[src/common/psr_defines.vh]
// constants for the special-purpose register set: register numbers,
// field positions and timing counts.
// assumes it is included by its bare name from the design files.
`ifndef PSR_DEFINES_VH
`define PSR_DEFINES_VH

// =====================================================================
// register numbers
`define PSR_N_FAULT_CAUSE 10'h012
`define PSR_N_FAULT_ADDR 10'h013
`define PSR_N_DOWN_TIMER 10'h016
`define PSR_N_SAVE_PC 10'h01A
`define PSR_N_SAVE_STATUS 10'h01B
`define PSR_N_TIME_LO_RD 10'h10C
`define PSR_N_TIME_HI_RD 10'h10D
`define PSR_N_TIME_LO_WR 10'h11C
`define PSR_N_TIME_HI_WR 10'h11D
`define PSR_N_VERSION 10'h11F
`define PSR_N_THERM_OFFSET 10'h398
`define PSR_N_USER_EVT1 10'h3A9
`define PSR_N_USER_EVT2 10'h3AA
`define PSR_N_USER_SIA 10'h3AB
`define PSR_N_USER_EVT3 10'h3AD
`define PSR_N_USER_EVT4 10'h3AE
`define PSR_N_USER_DATA_STUB 10'h3AF
`define PSR_N_EVT1 10'h3B9
`define PSR_N_EVT2 10'h3BA
`define PSR_N_SIA 10'h3BB
`define PSR_N_EVT3 10'h3BD
`define PSR_N_EVT4 10'h3BE
`define PSR_N_DATA_STUB 10'h3BF
`define PSR_N_PLL_MIRROR 10'h3F1
`define PSR_N_THERM_ONE 10'h3FC
`define PSR_N_THERM_TWO 10'h3FD
`define PSR_N_THERM_CTRL 10'h3FE

// =====================================================================
// access classes returned by the number decoder
`define PSR_C_NONE 3'h0
`define PSR_C_SUPER 3'h1
`define PSR_C_USER_RD 3'h2
`define PSR_C_USER_ALIAS 3'h3
`define PSR_C_READ_ONLY 3'h4
`define PSR_C_WRITE_STUB 3'h5

// =====================================================================
// field positions (bit 0 is the least significant bit)
`define PSR_SEG_DIRECT_BIT 31
`define PSR_BAT_GUARD_BIT 3
`define PSR_BAT_VS_BIT 1
`define PSR_BAT_VP_BIT 0
`define PSR_MC_CACHE_PARITY_BIT 27
`define PSR_MC_L2_DOUBLE_BIT 20
`define PSR_MC_PIN_BIT 19
`define PSR_MC_TRANSFER_ERR_BIT 18
`define PSR_MC_DATA_PARITY_BIT 17
`define PSR_MC_ADDR_PARITY_BIT 16
`define PSR_TH_RESULT_BIT 31
`define PSR_TH_VALID_RES_BIT 30
`define PSR_TH_LEVEL_HI 29
`define PSR_TH_LEVEL_LO 23
`define PSR_TH_DIR_BIT 2
`define PSR_TH_INT_EN_BIT 1
`define PSR_TH_ENABLE_BIT 0
`define PSR_TC_ENABLE_BIT 0

// =====================================================================
// reset values and timing
`define PSR_RESET_WORD 32'h00000000
`define PSR_TICK_DIVIDE 2'h3

`endif

[src/verilog/psr_tick_div.v]
// quarter-rate divider for the timer tick.
// assumes BUS_TICK-style input is a one-cycle pulse per bus clock period.
`timescale 1ns/1ps
`include "psr_defines.vh"

module psr_tick_div (
    // clock and reset
    input wire clk,
    input wire rst_n,
    // ticks
    input wire bus_tick,
    output reg quarter_tick
);
    reg [1:0] count;

    always @(posedge clk or negedge rst_n) begin
        if (!rst_n) begin
            count <= 2'h0;
            quarter_tick <= 1'b0;
        end else begin
            quarter_tick <= 1'b0;
            if (bus_tick) begin
                if (count == `PSR_TICK_DIVIDE) begin
                    count <= 2'h0;
                    quarter_tick <= 1'b1;
                end else begin
                    count <= count + 2'h1;
                end
            end
        end
    end
endmodule

[src/verilog/psr_spr_file.v]
// special-purpose register set of the core, reached by move-to and
// move-from register-number requests from the execute stage.
// assumes requests, exception events and pins are synchronous to CLK.
//
// What this block does
// (RQ1) read-only version register gives model number and revision level
// (RQ2) eight instruction and eight data block translation upper/lower pairs
// (RQ3) software keeps translations valid while halves are written apart
// (RQ4) guard bit kept in instruction entries; guarded fetch raises storage fault
// (RQ5) sixteen 32-bit segment descriptors, meaning set by bit 0
// (RQ6) segment writes mirrored into shadow copies for instruction translation
// (RQ7) data storage or alignment fault loads the fault effective address
// (RQ8) fault cause register records why the data fault happened
// (RQ9) exception saves resume address; return continues from it
// (RQ10) exception saves machine status; return restores it
// (RQ11) machine check sets bits 4, 11, 12 for parity, ECC, pin
// (RQ12) machine check sets bits 13, 14, 15 for bus errors
// (RQ13) 64-bit time count readable by all, written by supervisor only
// (RQ14) 32-bit down counter raises exception when delay elapses
// (RQ15) time count and down counter step at quarter bus clock rate
// (RQ16) implementation-specific registers are supervisor-only
// (RQ17) pll mirror shows five config pins plus selection and range
// (RQ18) four event counters, each with user read-only alias
// (RQ19) sampled instruction address taken at monitor signal, user alias
// (RQ20) writes to both sampled-data stub numbers accepted, no exception
// (RQ21) two thermal thresholds, single-threshold mode uses only one
// (RQ22) thermal offset register is read-only, added to temperature
// (RQ23) full number decode; undefined number raises illegal-instruction fault
// (RQ24) access is by move-to and move-from with register number
// (RQ25) user write to supervisor register faults and changes nothing
`timescale 1ns/1ps
`include "psr_defines.vh"

module psr_spr_file #(
    parameter [15:0] MODEL_NUMBER = 16'hA5C3, // arbitrary value
    parameter [15:0] REVISION_LEVEL = 16'h0001, // arbitrary value
    parameter [7:0] THERMAL_OFFSET = 8'h00
) (
    // clock and reset
    input wire CLK,
    input wire RSTN,
    // move-to / move-from request
    input wire SPR_VALID,
    input wire SPR_WRITE,
    input wire [9:0] SPR_NUM,
    input wire [31:0] SPR_WDATA,
    input wire SUPERVISOR,
    output reg SPR_ACK,
    output reg [31:0] SPR_RDATA,
    output reg PRIV_FAULT,
    output reg ILLEGAL_FAULT,
    // segment descriptor access
    input wire SEG_WE,
    input wire [3:0] SEG_IDX,
    input wire [31:0] SEG_WDATA,
    output reg [31:0] SEG_RDATA,
    // instruction-side shadow segment and fetch check
    input wire [3:0] FETCH_SEG_IDX,
    output reg [31:0] FETCH_SEG_DATA,
    input wire FETCH_VALID,
    input wire [31:0] FETCH_EA,
    output reg FETCH_GUARD_FAULT,
    // exception capture and return
    input wire EXC_TAKE,
    input wire [31:0] EXC_PC,
    input wire [31:0] EXC_MSR,
    input wire EXC_DATA_FAULT,
    input wire [31:0] EXC_EA,
    input wire [31:0] EXC_CAUSE,
    input wire EXC_MCHK,
    input wire [5:0] MCHK_CAUSE,
    output reg [31:0] RESUME_PC,
    output reg [31:0] RESUME_MSR,
    // timers
    input wire BUS_TICK,
    output reg DEC_EXC,
    // pll configuration pins
    input wire [4:0] PLL_CFG,
    input wire PLL_SEL,
    input wire [1:0] PLL_RANGE,
    // performance monitor
    input wire [3:0] EVENT_HIT,
    input wire PERF_SIGNAL,
    input wire [31:0] CURRENT_PC,
    // thermal sensor
    input wire [6:0] JUNCTION_TEMP,
    output reg THERM_EXC
);
    // =================================================================
    // reset release
    reg rst_meta;
    reg rst_n;

    always @(posedge CLK or negedge RSTN) begin
        if (!RSTN) begin
            rst_meta <= 1'b0;
            rst_n <= 1'b0;
        end else begin
            rst_meta <= 1'b1;
            rst_n <= rst_meta;
        end
    end

    // =================================================================
    // number decoder
    function [2:0] spr_class;
        input [9:0] n;
        begin
            spr_class = `PSR_C_NONE;
            if (n[9:6] == 4'h8 && n[4]) begin
                spr_class = `PSR_C_SUPER;
            end
            case (n)
                `PSR_N_FAULT_CAUSE, `PSR_N_FAULT_ADDR, `PSR_N_DOWN_TIMER,
                `PSR_N_SAVE_PC, `PSR_N_SAVE_STATUS, `PSR_N_TIME_LO_WR,
                `PSR_N_TIME_HI_WR, `PSR_N_EVT1, `PSR_N_EVT2, `PSR_N_EVT3,
                `PSR_N_EVT4, `PSR_N_SIA, `PSR_N_THERM_ONE,
                `PSR_N_THERM_TWO, `PSR_N_THERM_CTRL:
                    spr_class = `PSR_C_SUPER;
                `PSR_N_TIME_LO_RD, `PSR_N_TIME_HI_RD:
                    spr_class = `PSR_C_USER_RD;
                `PSR_N_USER_EVT1, `PSR_N_USER_EVT2, `PSR_N_USER_EVT3,
                `PSR_N_USER_EVT4, `PSR_N_USER_SIA:
                    spr_class = `PSR_C_USER_ALIAS;
                `PSR_N_VERSION, `PSR_N_THERM_OFFSET, `PSR_N_PLL_MIRROR:
                    spr_class = `PSR_C_READ_ONLY;
                `PSR_N_DATA_STUB, `PSR_N_USER_DATA_STUB:
                    spr_class = `PSR_C_WRITE_STUB;
                default: spr_class = spr_class;
            endcase
        end
    endfunction

    // event counter index for either the supervisor or the user number
    function [1:0] evt_index;
        input [9:0] n;
        begin
            case (n[3:0])
                4'h9: evt_index = 2'h0;
                4'hA: evt_index = 2'h1;
                4'hD: evt_index = 2'h2;
                default: evt_index = 2'h3;
            endcase
        end
    endfunction

    // =================================================================
    // storage
    reg [31:0] bat_upper [0:15];
    reg [31:0] bat_lower [0:15];
    reg [31:0] seg_arch [0:15];
    reg [31:0] seg_shadow [0:15];
    reg [31:0] fault_addr;
    reg [31:0] fault_cause;
    reg [31:0] save_restore_pc;
    reg [31:0] save_restore_status;
    reg [63:0] time_count;
    reg [31:0] down_counter_timer;
    reg [31:0] event_counters [0:3];
    reg [31:0] sampled_instr_address;
    reg [31:0] thermal_threshold_one;
    reg [31:0] thermal_threshold_two;
    reg [31:0] thermal_unit_control;
    reg [31:0] pll_config_mirror;

    wire quarter_tick;
    wire [2:0] req_class = spr_class(SPR_NUM);
    wire [3:0] bat_idx = {SPR_NUM[3], SPR_NUM[5], SPR_NUM[2:1]};
    wire [1:0] evt_idx = evt_index(SPR_NUM);
    wire is_user_level = (req_class == `PSR_C_USER_RD) ||
        (req_class == `PSR_C_USER_ALIAS) || (req_class == `PSR_C_WRITE_STUB); // RQ20
    wire bad_direction = SPR_WRITE ?
        (req_class == `PSR_C_USER_ALIAS || req_class == `PSR_C_READ_ONLY ||
         req_class == `PSR_C_USER_RD) :
        (req_class == `PSR_C_WRITE_STUB);
    wire req_illegal = (req_class == `PSR_C_NONE) || bad_direction;
    wire req_priv = !req_illegal && !SUPERVISOR && !is_user_level;
    wire do_write = SPR_VALID && SPR_WRITE && !req_illegal && !req_priv;

    psr_tick_div u_tick_div (
        .clk(CLK),
        .rst_n(rst_n),
        .bus_tick(BUS_TICK),
        .quarter_tick(quarter_tick)
    );

    // =================================================================
    // request answer, registered one cycle after the request
    reg [31:0] next_rdata;

    always @* begin
        next_rdata = 32'h00000000;
        if (req_class == `PSR_C_SUPER && SPR_NUM[9:6] == 4'h8) begin
            next_rdata = SPR_NUM[0] ? bat_lower[bat_idx] : bat_upper[bat_idx];
        end
        case (SPR_NUM)
            `PSR_N_VERSION: next_rdata = {MODEL_NUMBER, REVISION_LEVEL}; // RQ1
            `PSR_N_FAULT_ADDR: next_rdata = fault_addr;
            `PSR_N_FAULT_CAUSE: next_rdata = fault_cause;
            `PSR_N_SAVE_PC: next_rdata = save_restore_pc;
            `PSR_N_SAVE_STATUS: next_rdata = save_restore_status;
            `PSR_N_TIME_LO_RD: next_rdata = time_count[31:0]; // RQ13
            `PSR_N_TIME_HI_RD: next_rdata = time_count[63:32]; // RQ13
            `PSR_N_DOWN_TIMER: next_rdata = down_counter_timer;
            `PSR_N_PLL_MIRROR: next_rdata = pll_config_mirror;
            `PSR_N_EVT1, `PSR_N_EVT2, `PSR_N_EVT3, `PSR_N_EVT4,
            `PSR_N_USER_EVT1, `PSR_N_USER_EVT2, `PSR_N_USER_EVT3,
            `PSR_N_USER_EVT4:
                next_rdata = event_counters[evt_idx]; // RQ18
            `PSR_N_SIA, `PSR_N_USER_SIA: next_rdata = sampled_instr_address; // RQ19
            `PSR_N_THERM_ONE: next_rdata = thermal_threshold_one;
            `PSR_N_THERM_TWO: next_rdata = thermal_threshold_two;
            `PSR_N_THERM_CTRL: next_rdata = thermal_unit_control;
            `PSR_N_THERM_OFFSET: next_rdata = {24'h000000, THERMAL_OFFSET}; // RQ22
            default: next_rdata = next_rdata;
        endcase
    end

    always @(posedge CLK or negedge rst_n) begin
        if (!rst_n) begin
            SPR_ACK <= 1'b0;
            SPR_RDATA <= `PSR_RESET_WORD;
            PRIV_FAULT <= 1'b0;
            ILLEGAL_FAULT <= 1'b0;
        end else begin
            SPR_ACK <= SPR_VALID || SEG_WE; // RQ24
            SPR_RDATA <= (SPR_VALID && !SPR_WRITE && !req_illegal && !req_priv) ?
                next_rdata : 32'h00000000;
            ILLEGAL_FAULT <= SPR_VALID && req_illegal; // RQ23
            PRIV_FAULT <= (SPR_VALID && req_priv) || (SEG_WE && !SUPERVISOR); // RQ16 RQ25
        end
    end

    // =================================================================
    // translation entries and segment descriptors
    integer i;

    always @(posedge CLK or negedge rst_n) begin
        if (!rst_n) begin
            for (i = 0; i < 16; i = i + 1) begin
                bat_upper[i] <= `PSR_RESET_WORD;
                bat_lower[i] <= `PSR_RESET_WORD;
                seg_arch[i] <= `PSR_RESET_WORD;
                seg_shadow[i] <= `PSR_RESET_WORD;
            end
        end else begin
            // each half is its own write; no pairing is enforced here
            if (do_write && req_class == `PSR_C_SUPER && SPR_NUM[9:6] == 4'h8) begin
                if (SPR_NUM[0]) begin
                    bat_lower[bat_idx] <= SPR_WDATA; // RQ2 RQ3
                end else begin
                    bat_upper[bat_idx] <= SPR_WDATA; // RQ2
                end
            end
            if (SEG_WE && SUPERVISOR) begin
                seg_arch[SEG_IDX] <= SEG_WDATA; // RQ5
                seg_shadow[SEG_IDX] <= SEG_WDATA; // RQ6
            end
        end
    end

    always @(posedge CLK or negedge rst_n) begin
        if (!rst_n) begin
            SEG_RDATA <= `PSR_RESET_WORD;
            FETCH_SEG_DATA <= `PSR_RESET_WORD;
        end else begin
            SEG_RDATA <= seg_arch[SEG_IDX];
            FETCH_SEG_DATA <= seg_shadow[FETCH_SEG_IDX]; // RQ6
        end
    end

    // guarded-block check across the eight instruction entries
    wire [7:0] guard_hit;
    genvar g;
    generate
        for (g = 0; g < 8; g = g + 1) begin : gen_instr_block_translation
            wire [14:0] len_mask = {4'h0, bat_upper[g][12:2]};
            wire valid = SUPERVISOR ? bat_upper[g][`PSR_BAT_VS_BIT] :
                bat_upper[g][`PSR_BAT_VP_BIT];
            wire match = ((FETCH_EA[31:17] & ~len_mask) ==
                (bat_upper[g][31:17] & ~len_mask));
            assign guard_hit[g] = valid && match &&
                bat_lower[g][`PSR_BAT_GUARD_BIT];
        end
    endgenerate

    always @(posedge CLK or negedge rst_n) begin
        if (!rst_n) begin
            FETCH_GUARD_FAULT <= 1'b0;
        end else begin
            FETCH_GUARD_FAULT <= FETCH_VALID && (|guard_hit); // RQ4
        end
    end

    // =================================================================
    // exception save/restore; hardware capture wins over a same-cycle write
    wire [31:0] mchk_bits = {
        4'h0,
        MCHK_CAUSE[5],
        6'h00,
        MCHK_CAUSE[4],
        MCHK_CAUSE[3],
        MCHK_CAUSE[2],
        MCHK_CAUSE[1],
        MCHK_CAUSE[0],
        16'h0000
    };

    always @(posedge CLK or negedge rst_n) begin
        if (!rst_n) begin
            fault_addr <= `PSR_RESET_WORD;
            fault_cause <= `PSR_RESET_WORD;
            save_restore_pc <= `PSR_RESET_WORD;
            save_restore_status <= `PSR_RESET_WORD;
        end else if (EXC_TAKE) begin
            save_restore_pc <= EXC_PC; // RQ9
            save_restore_status <= EXC_MCHK ? (EXC_MSR | mchk_bits) : EXC_MSR; // RQ10 RQ11 RQ12
            if (EXC_DATA_FAULT) begin
                fault_addr <= EXC_EA; // RQ7
                fault_cause <= EXC_CAUSE; // RQ8
            end
        end else if (do_write) begin
            case (SPR_NUM)
                `PSR_N_FAULT_ADDR: fault_addr <= SPR_WDATA;
                `PSR_N_FAULT_CAUSE: fault_cause <= SPR_WDATA;
                `PSR_N_SAVE_PC: save_restore_pc <= SPR_WDATA;
                `PSR_N_SAVE_STATUS: save_restore_status <= SPR_WDATA;
                default: fault_addr <= fault_addr;
            endcase
        end
    end

    always @(posedge CLK or negedge rst_n) begin
        if (!rst_n) begin
            RESUME_PC <= `PSR_RESET_WORD;
            RESUME_MSR <= `PSR_RESET_WORD;
        end else begin
            RESUME_PC <= save_restore_pc; // RQ9
            RESUME_MSR <= save_restore_status; // RQ10
        end
    end

    // =================================================================
    // time count and down counter; a software write beats the tick
    wire [31:0] dec_next = down_counter_timer - 32'h00000001;

    always @(posedge CLK or negedge rst_n) begin
        if (!rst_n) begin
            time_count <= 64'h0000000000000000;
            down_counter_timer <= `PSR_RESET_WORD;
            DEC_EXC <= 1'b0;
        end else begin
            DEC_EXC <= 1'b0;
            if (do_write && SPR_NUM == `PSR_N_TIME_LO_WR) begin
                time_count[31:0] <= SPR_WDATA; // RQ13
            end else if (do_write && SPR_NUM == `PSR_N_TIME_HI_WR) begin
                time_count[63:32] <= SPR_WDATA; // RQ13
            end else if (quarter_tick) begin
                time_count <= time_count + 64'h0000000000000001; // RQ15
            end
            if (do_write && SPR_NUM == `PSR_N_DOWN_TIMER) begin
                down_counter_timer <= SPR_WDATA;
            end else if (quarter_tick) begin
                down_counter_timer <= dec_next; // RQ15
                // the delay has run out when the count wraps below zero
                DEC_EXC <= !down_counter_timer[31] && dec_next[31]; // RQ14
            end
        end
    end

    // =================================================================
    // pll mirror, event counters, sampled address
    integer j;

    always @(posedge CLK or negedge rst_n) begin
        if (!rst_n) begin
            pll_config_mirror <= `PSR_RESET_WORD;
            sampled_instr_address <= `PSR_RESET_WORD;
            for (j = 0; j < 4; j = j + 1) begin
                event_counters[j] <= `PSR_RESET_WORD;
            end
        end else begin
            pll_config_mirror <= {PLL_CFG, PLL_SEL, PLL_RANGE, 24'h000000}; // RQ17
            for (j = 0; j < 4; j = j + 1) begin
                if (do_write && req_class == `PSR_C_SUPER &&
                        SPR_NUM[9:4] == 6'h3B && evt_idx == j[1:0] &&
                        SPR_NUM != `PSR_N_SIA) begin
                    event_counters[j] <= SPR_WDATA;
                end else if (EVENT_HIT[j]) begin
                    event_counters[j] <= event_counters[j] + 32'h00000001; // RQ18
                end
            end
            if (PERF_SIGNAL) begin
                sampled_instr_address <= CURRENT_PC; // RQ19
            end else if (do_write && SPR_NUM == `PSR_N_SIA) begin
                sampled_instr_address <= SPR_WDATA;
            end
            // stub numbers are taken by do_write and simply dropped
        end
    end

    // =================================================================
    // thermal comparison; a threshold with its enable clear is ignored,
    // which gives single-threshold operation
    wire [7:0] temp_adj = {1'b0, JUNCTION_TEMP} + THERMAL_OFFSET; // RQ22
    wire therm_on = thermal_unit_control[`PSR_TC_ENABLE_BIT];

    function th_result;
        input [31:0] th;
        input [7:0] t;
        begin
            if (th[`PSR_TH_DIR_BIT]) begin
                th_result = t < {1'b0, th[`PSR_TH_LEVEL_HI:`PSR_TH_LEVEL_LO]};
            end else begin
                th_result = t > {1'b0, th[`PSR_TH_LEVEL_HI:`PSR_TH_LEVEL_LO]};
            end
        end
    endfunction

    wire one_on = therm_on && thermal_threshold_one[`PSR_TH_ENABLE_BIT];
    wire two_on = therm_on && thermal_threshold_two[`PSR_TH_ENABLE_BIT];
    wire one_res = th_result(thermal_threshold_one, temp_adj);
    wire two_res = th_result(thermal_threshold_two, temp_adj);

    always @(posedge CLK or negedge rst_n) begin
        if (!rst_n) begin
            thermal_threshold_one <= `PSR_RESET_WORD;
            thermal_threshold_two <= `PSR_RESET_WORD;
            thermal_unit_control <= `PSR_RESET_WORD;
            THERM_EXC <= 1'b0;
        end else begin
            if (do_write && SPR_NUM == `PSR_N_THERM_ONE) begin
                thermal_threshold_one <= {2'h0, SPR_WDATA[29:0]};
            end else begin
                thermal_threshold_one[`PSR_TH_RESULT_BIT] <= one_on && one_res; // RQ21
                thermal_threshold_one[`PSR_TH_VALID_RES_BIT] <= one_on;
            end
            if (do_write && SPR_NUM == `PSR_N_THERM_TWO) begin
                thermal_threshold_two <= {2'h0, SPR_WDATA[29:0]};
            end else begin
                thermal_threshold_two[`PSR_TH_RESULT_BIT] <= two_on && two_res; // RQ21
                thermal_threshold_two[`PSR_TH_VALID_RES_BIT] <= two_on;
            end
            if (do_write && SPR_NUM == `PSR_N_THERM_CTRL) begin
                thermal_unit_control <= SPR_WDATA;
            end
            THERM_EXC <= (one_on && one_res &&
                thermal_threshold_one[`PSR_TH_INT_EN_BIT]) ||
                (two_on && two_res && thermal_threshold_two[`PSR_TH_INT_EN_BIT]); // RQ21
        end
    end
endmodule

[config.mk]
export PLATFORM = sky130hd
export DESIGN_NAME = psr_spr_file
export DESIGN_NICKNAME = d
export VERILOG_FILES = /design/src/verilog/psr_tick_div.v /design/src/verilog/psr_spr_file.v
export VERILOG_INCLUDE_DIRS = /design/src /design/src/common
export SDC_FILE = /design/constraint.sdc
export NUM_CORES = 2
export LEC_CHECK = 0
export ABC_CLOCK_PERIOD_IN_PS = 87400
export BUFFER_PORTS_ARGS = -buffer_cell sky130_fd_sc_hd__buf_2
export CORE_UTILIZATION = 54
export DETAILED_ROUTE_END_ITERATION = 7
export HOLD_SLACK_MARGIN = 0.06
export PLACE_DENSITY = 0.71
export SYNTH_ARGS = -nofsm -noshare
export SYNTH_HDL_FRONTEND = slang
export SYNTH_HIERARCHICAL = 1
export SYNTH_SLANG_ARGS = --single-unit
[constraint.sdc]
create_clock -name CLK -period 87.4 [get_ports CLK]
set_input_delay 17.48 -clock CLK [delete_from_list [all_inputs] [get_ports CLK]]
set_output_delay 17.48 -clock CLK [all_outputs]
set_load 0.02 [all_outputs]
== Yosys cells after proc, flatten, opt, wreduce, memory -nomap -nowiden ==
Index checks and enable logic that the tools add are counted.

* Input bits: 311
* Logic and storage cells: 379
* Bits in registers: 2707
* Output and inout bits: 166

* Eq/ne operators: 52
* Mux-type cells: 79
* Add/subtract/negate cells: 7
* Reductions and logical operators: 103
* Bitwise operators: 31
* Magnitude comparators: 10

{| class="wikitable"
|+ Operators by type and width
! cell !! count
|-
| $bwmux W512 || 4
|-
| $mux W32 || 45
|-
| $bmux W32 S4 || 4
|-
| $pmux W32 S15 || 1
|-
| $demux W32 S4 || 2
|-
| $and A15 B15 Y15 || 16
|-
| $eq A10 B10 Y1 const B || 17
|-
| $add A32 B1 Y32 const B || 4
|-
| $eq A15 B15 Y1 || 8
|-
| $not A11 Y15 || 8
|-
| $add A64 B1 Y64 const B || 1
|-
| $bmux W32 S2 || 1
|-
| $mux W64 || 1
|-
| $logic_and A1 B1 Y1 || 58
|-
| $eq A10 B5 Y1 const B || 5
|-
| $eq A10 B9 Y1 const B || 5
|-
| $or A32 B28 Y32 || 1
|-
| $sub A32 B1 Y32 const B || 1
|-
| $reduce_bool A2 Y1 || 13
|-
| $eq A4 B4 Y1 const B || 4
|-
| $mux W1 || 16
|-
| $reduce_or A8 Y1 || 2
|-
| $ge A5 B5 Y1 const B || 3
|-
| $not A4 Y5 || 3
|-
| other kinds (29) || 59
|}

== Longest topological paths before layout ==
* Word-level depth: 19
* Depth in mapped cells: 11
* Depth with buffers taken out: 8

== Cells and area by module ==
The synthesis kept the hierarchy.

{| class="wikitable"
|+ By module, submodules not included
! module !! sequential area each (um2) !! cells each !! times used !! area each (um2)
|-
| psr_spr_file || 54852.6 || 7914 || 1 || 106224.4
|-
| psr_tick_div || 75.1 || 8 || 1 || 126.4
|}

== Worst setup path before layout ==
Ideal clock, no wire load.

* Kind: input to register
* Start: input port SPR_NUM[1]
* End: register SPR_RDATA[20]
* Buffers on the path: 4
* Data required time: 87.261 ns
* Library setup time: 0.139 ns
* Stages on the path: 9
* Path slack: 67.616 ns
* Arrival: 19.645 ns
* Path through: buf_4 -> buf_2 -> buf_2 -> buf_1 -> mux4_2 -> inv_1 -> o22ai_1 -> a2111oi_0 -> a21oi_1

* Cells in the longest elaborated chain, start to end: 14
* Elaborated cells between the ends (all ways): 74
* Those cells by class: 35 x eq/ne; 16 x mux; 2 x bitwise; 21 x reduce/logical

{| class="wikitable"
|+ RTL lines
! what !! RTL line !! source
|-
| start: declaration || psr_spr_file.v:45 || <nowiki>input wire [9:0] SPR_NUM,</nowiki>
|-
| $eq A10 B9 Y1 (tied with other cells) || psr_spr_file.v:113 || <nowiki>case (n)</nowiki>
|-
| $reduce_or A15 Y1 (tied with other cells) || psr_spr_file.v:113 ||
|-
| $pmux W3 S5 || psr_spr_file.v:113 ||
|-
| $eq A3 B2 Y1 (no line) / $eq A3 B3 Y1 (equally long branches) || - ||
|-
| $logic_or A1 B1 Y1 (no line) (2 in series) || - ||
|-
| $mux W1 || psr_spr_file.v:172 || <nowiki>wire bad_direction = SPR_WRITE ?</nowiki>
|-
| $logic_or A1 B1 Y1 || psr_spr_file.v:176 || <nowiki>wire req_illegal = (req_class == `PSR_C_NONE) || bad_direction;</nowiki>
|-
| $logic_not A1 Y1 || psr_spr_file.v:177, psr_spr_file.v:227 ||
|-
| $logic_and A1 B1 Y1 (2 in series) || psr_spr_file.v:177 || <nowiki>wire req_priv = !req_illegal && !SUPERVISOR && !is_user_level;</nowiki>
|-
| $logic_not A1 Y1 || psr_spr_file.v:227 || <nowiki>SPR_RDATA <= (SPR_VALID && !SPR_WRITE && !req_illegal && !req_priv) ?</nowiki>
|-
| $logic_and A1 B1 Y1 || psr_spr_file.v:227 ||
|-
| $mux W32 * || psr_spr_file.v:227 ||
|-
| end signal: assignment || psr_spr_file.v:222 || <nowiki>SPR_RDATA <= `PSR_RESET_WORD;</nowiki>
|-
| end signal: assignment || psr_spr_file.v:227 ||
|-
| end: declaration || psr_spr_file.v:49 || <nowiki>output reg [31:0] SPR_RDATA,</nowiki>
|}

Every way passes the cells marked *; elsewhere a longest branch is shown, timed or not. The select of a mux whose other input is x is not followed.
A chain may end at the register's enable or synchronous reset.

== Final worst setup path ==
* Start: input port SPR_NUM[1]
* End: register SPR_RDATA[12]

Same word-level chain as after synthesis.

==> impl_metrics.env <==
export IMPL_run_status="complete, but fails checks"
export IMPL_failing_checks="DRC, capacitance limit, slew limit"
export IMPL_worst_setup_hold_path_clk_slew_ns=0.06
export IMPL_hp_class="flop to flop"
export IMPL_synth_mux_area_fraction=0.299
export IMPL_ys_types=85
export IMPL_most_frequent_standard_cell_in_the_layout_excluding_fill_and_tap_cells="dfrtp_1"
export IMPL_cts_root_buffer="clkbuf_16"
export IMPL_antenna_violation_net_count_after_detailed_routing=0
export IMPL_i_o_pin_count=477
export IMPL_fin_total_pwr_mw=2.41
export IMPL_yosys_register_bits=2195
export IMPL_tritoncts_num_buffers=220
export IMPL_finalSetupViolations=0
export IMPL_comb_power_share=0.114
export IMPL_worst_max_slew_margin_expressed_relative_to_the_limit=-0.0568
export IMPL_p_seq_frac=0.481
export IMPL_grt_pass1_wl_mm=509
export IMPL_fp_dieW_um=446
export IMPL_floorplan_rows=162
export IMPL_synthesis_area_per_instance_um2=13.4
export IMPL_max_cap_viol_count=1
export IMPL_cellLeakagePower_nw=53.1
export IMPL_switching_share=0.259
export IMPL_cts_max_level=4
export IMPL_clock_latency_on_the_worst_skew_pair_ns=0.90
export IMPL_port_buffers=459
export IMPL_dp_final_hpwl_mm=221
export IMPL_fin_crit_ns=21.12
export IMPL_final_min_period_over_clock_period=0.242
export IMPL_pin_count_of_the_biggest_net_entering_global_routing=185
export IMPL_final_max_slew_viols=2
export IMPL_synth_simple_gate_area_frac=0.0589
export IMPL_synth_compound_area_frac=0.0661
export IMPL_rsz_0062_raised_after_global_routing="false"
export IMPL_vias=73100
export IMPL_synth_seq_area_share=0.516
export IMPL_fp_coreArea_mm2=0.195
export IMPL_share_of_cells_above_drive_strength_1=0.393
export IMPL_main_combinational_cell_family_by_area_after_synthesis="multiplexers"
export IMPL_drt_wirelength_per_cell_um=32.0
export IMPL_numClockSinks=2195
export IMPL_critical_path_startpoint_type="input pin"
export IMPL_timing_final_hold_violations=0
export IMPL_crit_fanout=46
export IMPL_fin_worst_hold_slack_ns=0.354
export IMPL_drt_vias_per_instance=6.72
export IMPL_post_cts_resize_count=0
export IMPL_max_clock_freq_ghz=0.0474
export IMPL_worstPathRequired_ns=88.02
export IMPL_vias_in_the_first_global_route=73600
export IMPL_final_net_count=8371
export IMPL_synthAdderAreaFrac=0.00259
export IMPL_initial_core_util=0.545
export IMPL_globalRouteTotalUtil=0.351
export IMPL_layout_core_utilization=0.605
export IMPL_synth_async_reset_ratio=1.00
export IMPL_yosys_top_cells_area="dfrtp_1 (52%), mux2_2 (17%), mux4_2 (12%)"
export IMPL_power_switching_mw=0.625
export IMPL_intPower_mw=1.79
export IMPL_dominantRegCellSynth="dfrtp_1"
export IMPL_post_synth_instance_area_mm2=0.106
export IMPL_drt_pre_antenna_iters=8
export IMPL_worst_slew_pin_transition_ns=1.57
export IMPL_power_density_mw_per_mm2=20.4
export IMPL_synthesis_nets=8255
export IMPL_remaining_drc_errors=7
export IMPL_tns_ns=0
export IMPL_ir_worst_vdd_mv=0.0205
export IMPL_wl_mm=348
export IMPL_cts_hold_buf=0
export IMPL_yosys_area_share_xor_xnor=0.0253
export IMPL_routabilityCongestion=1.01
export IMPL_critPathCaptureType="flop"
export IMPL_clock_power_share=0.405
export IMPL_synth_enable_flop_cells=0
export IMPL_synth_area_leader_cell="dfrtp_1"
export IMPL_critPathArrivalTime_ns=21.74
export IMPL_fillerInstances=14900
export IMPL_first_iter_violations=8653
export IMPL_yosys_area_top_type_share=0.516
export IMPL_design_die_area_mm2=0.199
export IMPL_post_synth_inst_count=7922
export IMPL_clock_skew_ns=0.0592
export IMPL_synthToLayoutAreaGrowth_pct=11.0
export IMPL_mostFrequentLayoutCells="dfrtp_1 (2,194), mux2_2 (1,578), mux4_2 (576), nand2_1 (496), buf_2 (452)"
export IMPL_chipHeight_um=446
export IMPL_post_cts_buffers=0
export IMPL_clock_path_buffers=3
export IMPL_cts_tree="yes"
export IMPL_ys_warn_count=6
export IMPL_antenna_found_initial=65
export IMPL_overflow=0
export IMPL_worst_setup_path_type="input pin to flop"
==> final timing paths <==
path / from / end / slack [ns] / depth (start not counted)
min in group asynchronous: rst_n / bat_lower[216] / 0.40 / 0
worst max-delay path: SPR_NUM[1] / SPR_RDATA[12] / 66.28 / 7
worst min register to register: rst_meta / rst_n / 0.35 / 0
worst min-delay path: rst_meta / rst_n / 0.35 / 0
max in group asynchronous: RSTN / rst_n / 70.92 / 1
worst max register to register: rst_n / SEG_RDATA[12] / 81.33 / 6
==> per-layer routing <==
metal	global-route usage	part of all wire	routed length (µm)	up-vias
met4	0.237	0.078	27200	28
met1	0.454	0.37	129000	38400
li1	-	-	-	29700
met5	0.00220	0.00073	253	-
met2	0.530	0.46	159000	3888
met3	0.0827	0.093	32300	1053
==> Yosys cell counts, types with 6 or more instances <==
cell type  number
nand4_1       101
xor2_1        107
nor4_1         52
o21ai_1         6
nand2_1       523
a21oi_1       281
and2_1          8
ha_1           22
a211oi_1       12
o211ai_1       13
a22o_1         70
o22ai_1        51
and3_1         49
mux2_2       1578
a222oi_1       61
o22a_1         65
a2111oi_0       8
inv_1          56
buf_1          65
nor3_1         50
a22oi_1       131
a221oi_1       17
mux2i_1       101
nor2b_1        16
o21a_1         71
dfrtp_1      2195
o21ai_0       198
nand3_1        91
buf_2         127
xnor2_1       200
buf_6          31
or2_2           9
or4_1          17
nand2b_1       12
and4_1         39
a31oi_1        29
mux4_2        576
buf_4          10
or3_1          13
nor2_1        271
clkbuf_1      501
==> area by class of cell <==
| cell class | instances | area (µm²) | area share |
|---|---|---|---|
| sequential | 2195 | 54900 | 0.465 |
| timing repair buffer | 628 | 3700 | 0.0314 |
| multi-input combinational | 4937 | 48400 | 0.410 |
| antenna | 37 | 92.6 | 0.000784 |
| clock buffer | 326 | 6410 | 0.0543 |
| tap | 2624 | 3280 | 0.0278 |
| inverter | 56 | 210 | 0.00178 |
| clock inverter | 70 | 1010 | 0.00859 |
==> state kept, by name, summed over array words and instances, names as in the netlist, 2 cells and up <==
register	flops
SPR_RDATA	32
sampled_instr_address	32
seg_arch	512
SEG_RDATA	32
time_count	64
fault_addr	32
bat_upper	512
save_restore_pc	32
down_counter_timer	32
thermal_threshold_two	32
thermal_unit_control	32
event_counters	128
RESUME_PC	32
save_restore_status	32
RESUME_MSR	32
pll_config_mirror	8
FETCH_SEG_DATA	32
thermal_threshold_one	32
u_tick_div/count	2
bat_lower	512
fault_cause	32
==> power by group through the flow <==
| stage | Sequential, mW | Combinational, mW | Clock, mW |
|---|---|---|---|
| after floorplan | 1.18 | 0.169 | 0 |
| after global placement | 1.17 | 0.265 | 0 |
| after detailed placement | 1.17 | 0.274 | 0 |
| after CTS | 1.16 | 0.275 | 0.984 |
| after global routing | 1.17 | 0.292 | 1.02 |
| final | 1.16 | 0.275 | 0.977 |
==> critical path, cell delays in order <==
cell and delay [ns]:
buf_8 0.34, buf_4 0.72, mux4_2 0.59, a222oi_1 0.53
o21ai_0 0.19, nor3_1 1.23, a31oi_1 0.51
==> logic make-up (layout without fill, tap and decap cells) <==
| group | after synthesis | after routing |
|---|---|---|
| compound gates | 1054 | 1054 |
| xor+xnor | 307 | 307 |
| fa+ha+maj | 22 | 22 |
| buf+inv | 790 | 1080 |
| flops | 2195 | 2195 |
| mux | 2256 | 2256 |
| other cells | 1 | 38 |
| simple gates | 1297 | 1297 |
==> per-stage QoR <==
step | instance area, µm² | setup WS [ns] | instances
final | 118000 | 66.28 | 10900
after global placement | 111000 | 65.69 | 10400
after CTS | 118000 | 66.62 | 10800
after floorplan | 106000 | 21.68 | 7922
after global routing | 118000 | 66.25 | 10900
after detailed placement | 111000 | 65.68 | 10400
Note: power is estimated with default switching activity, not from simulation.
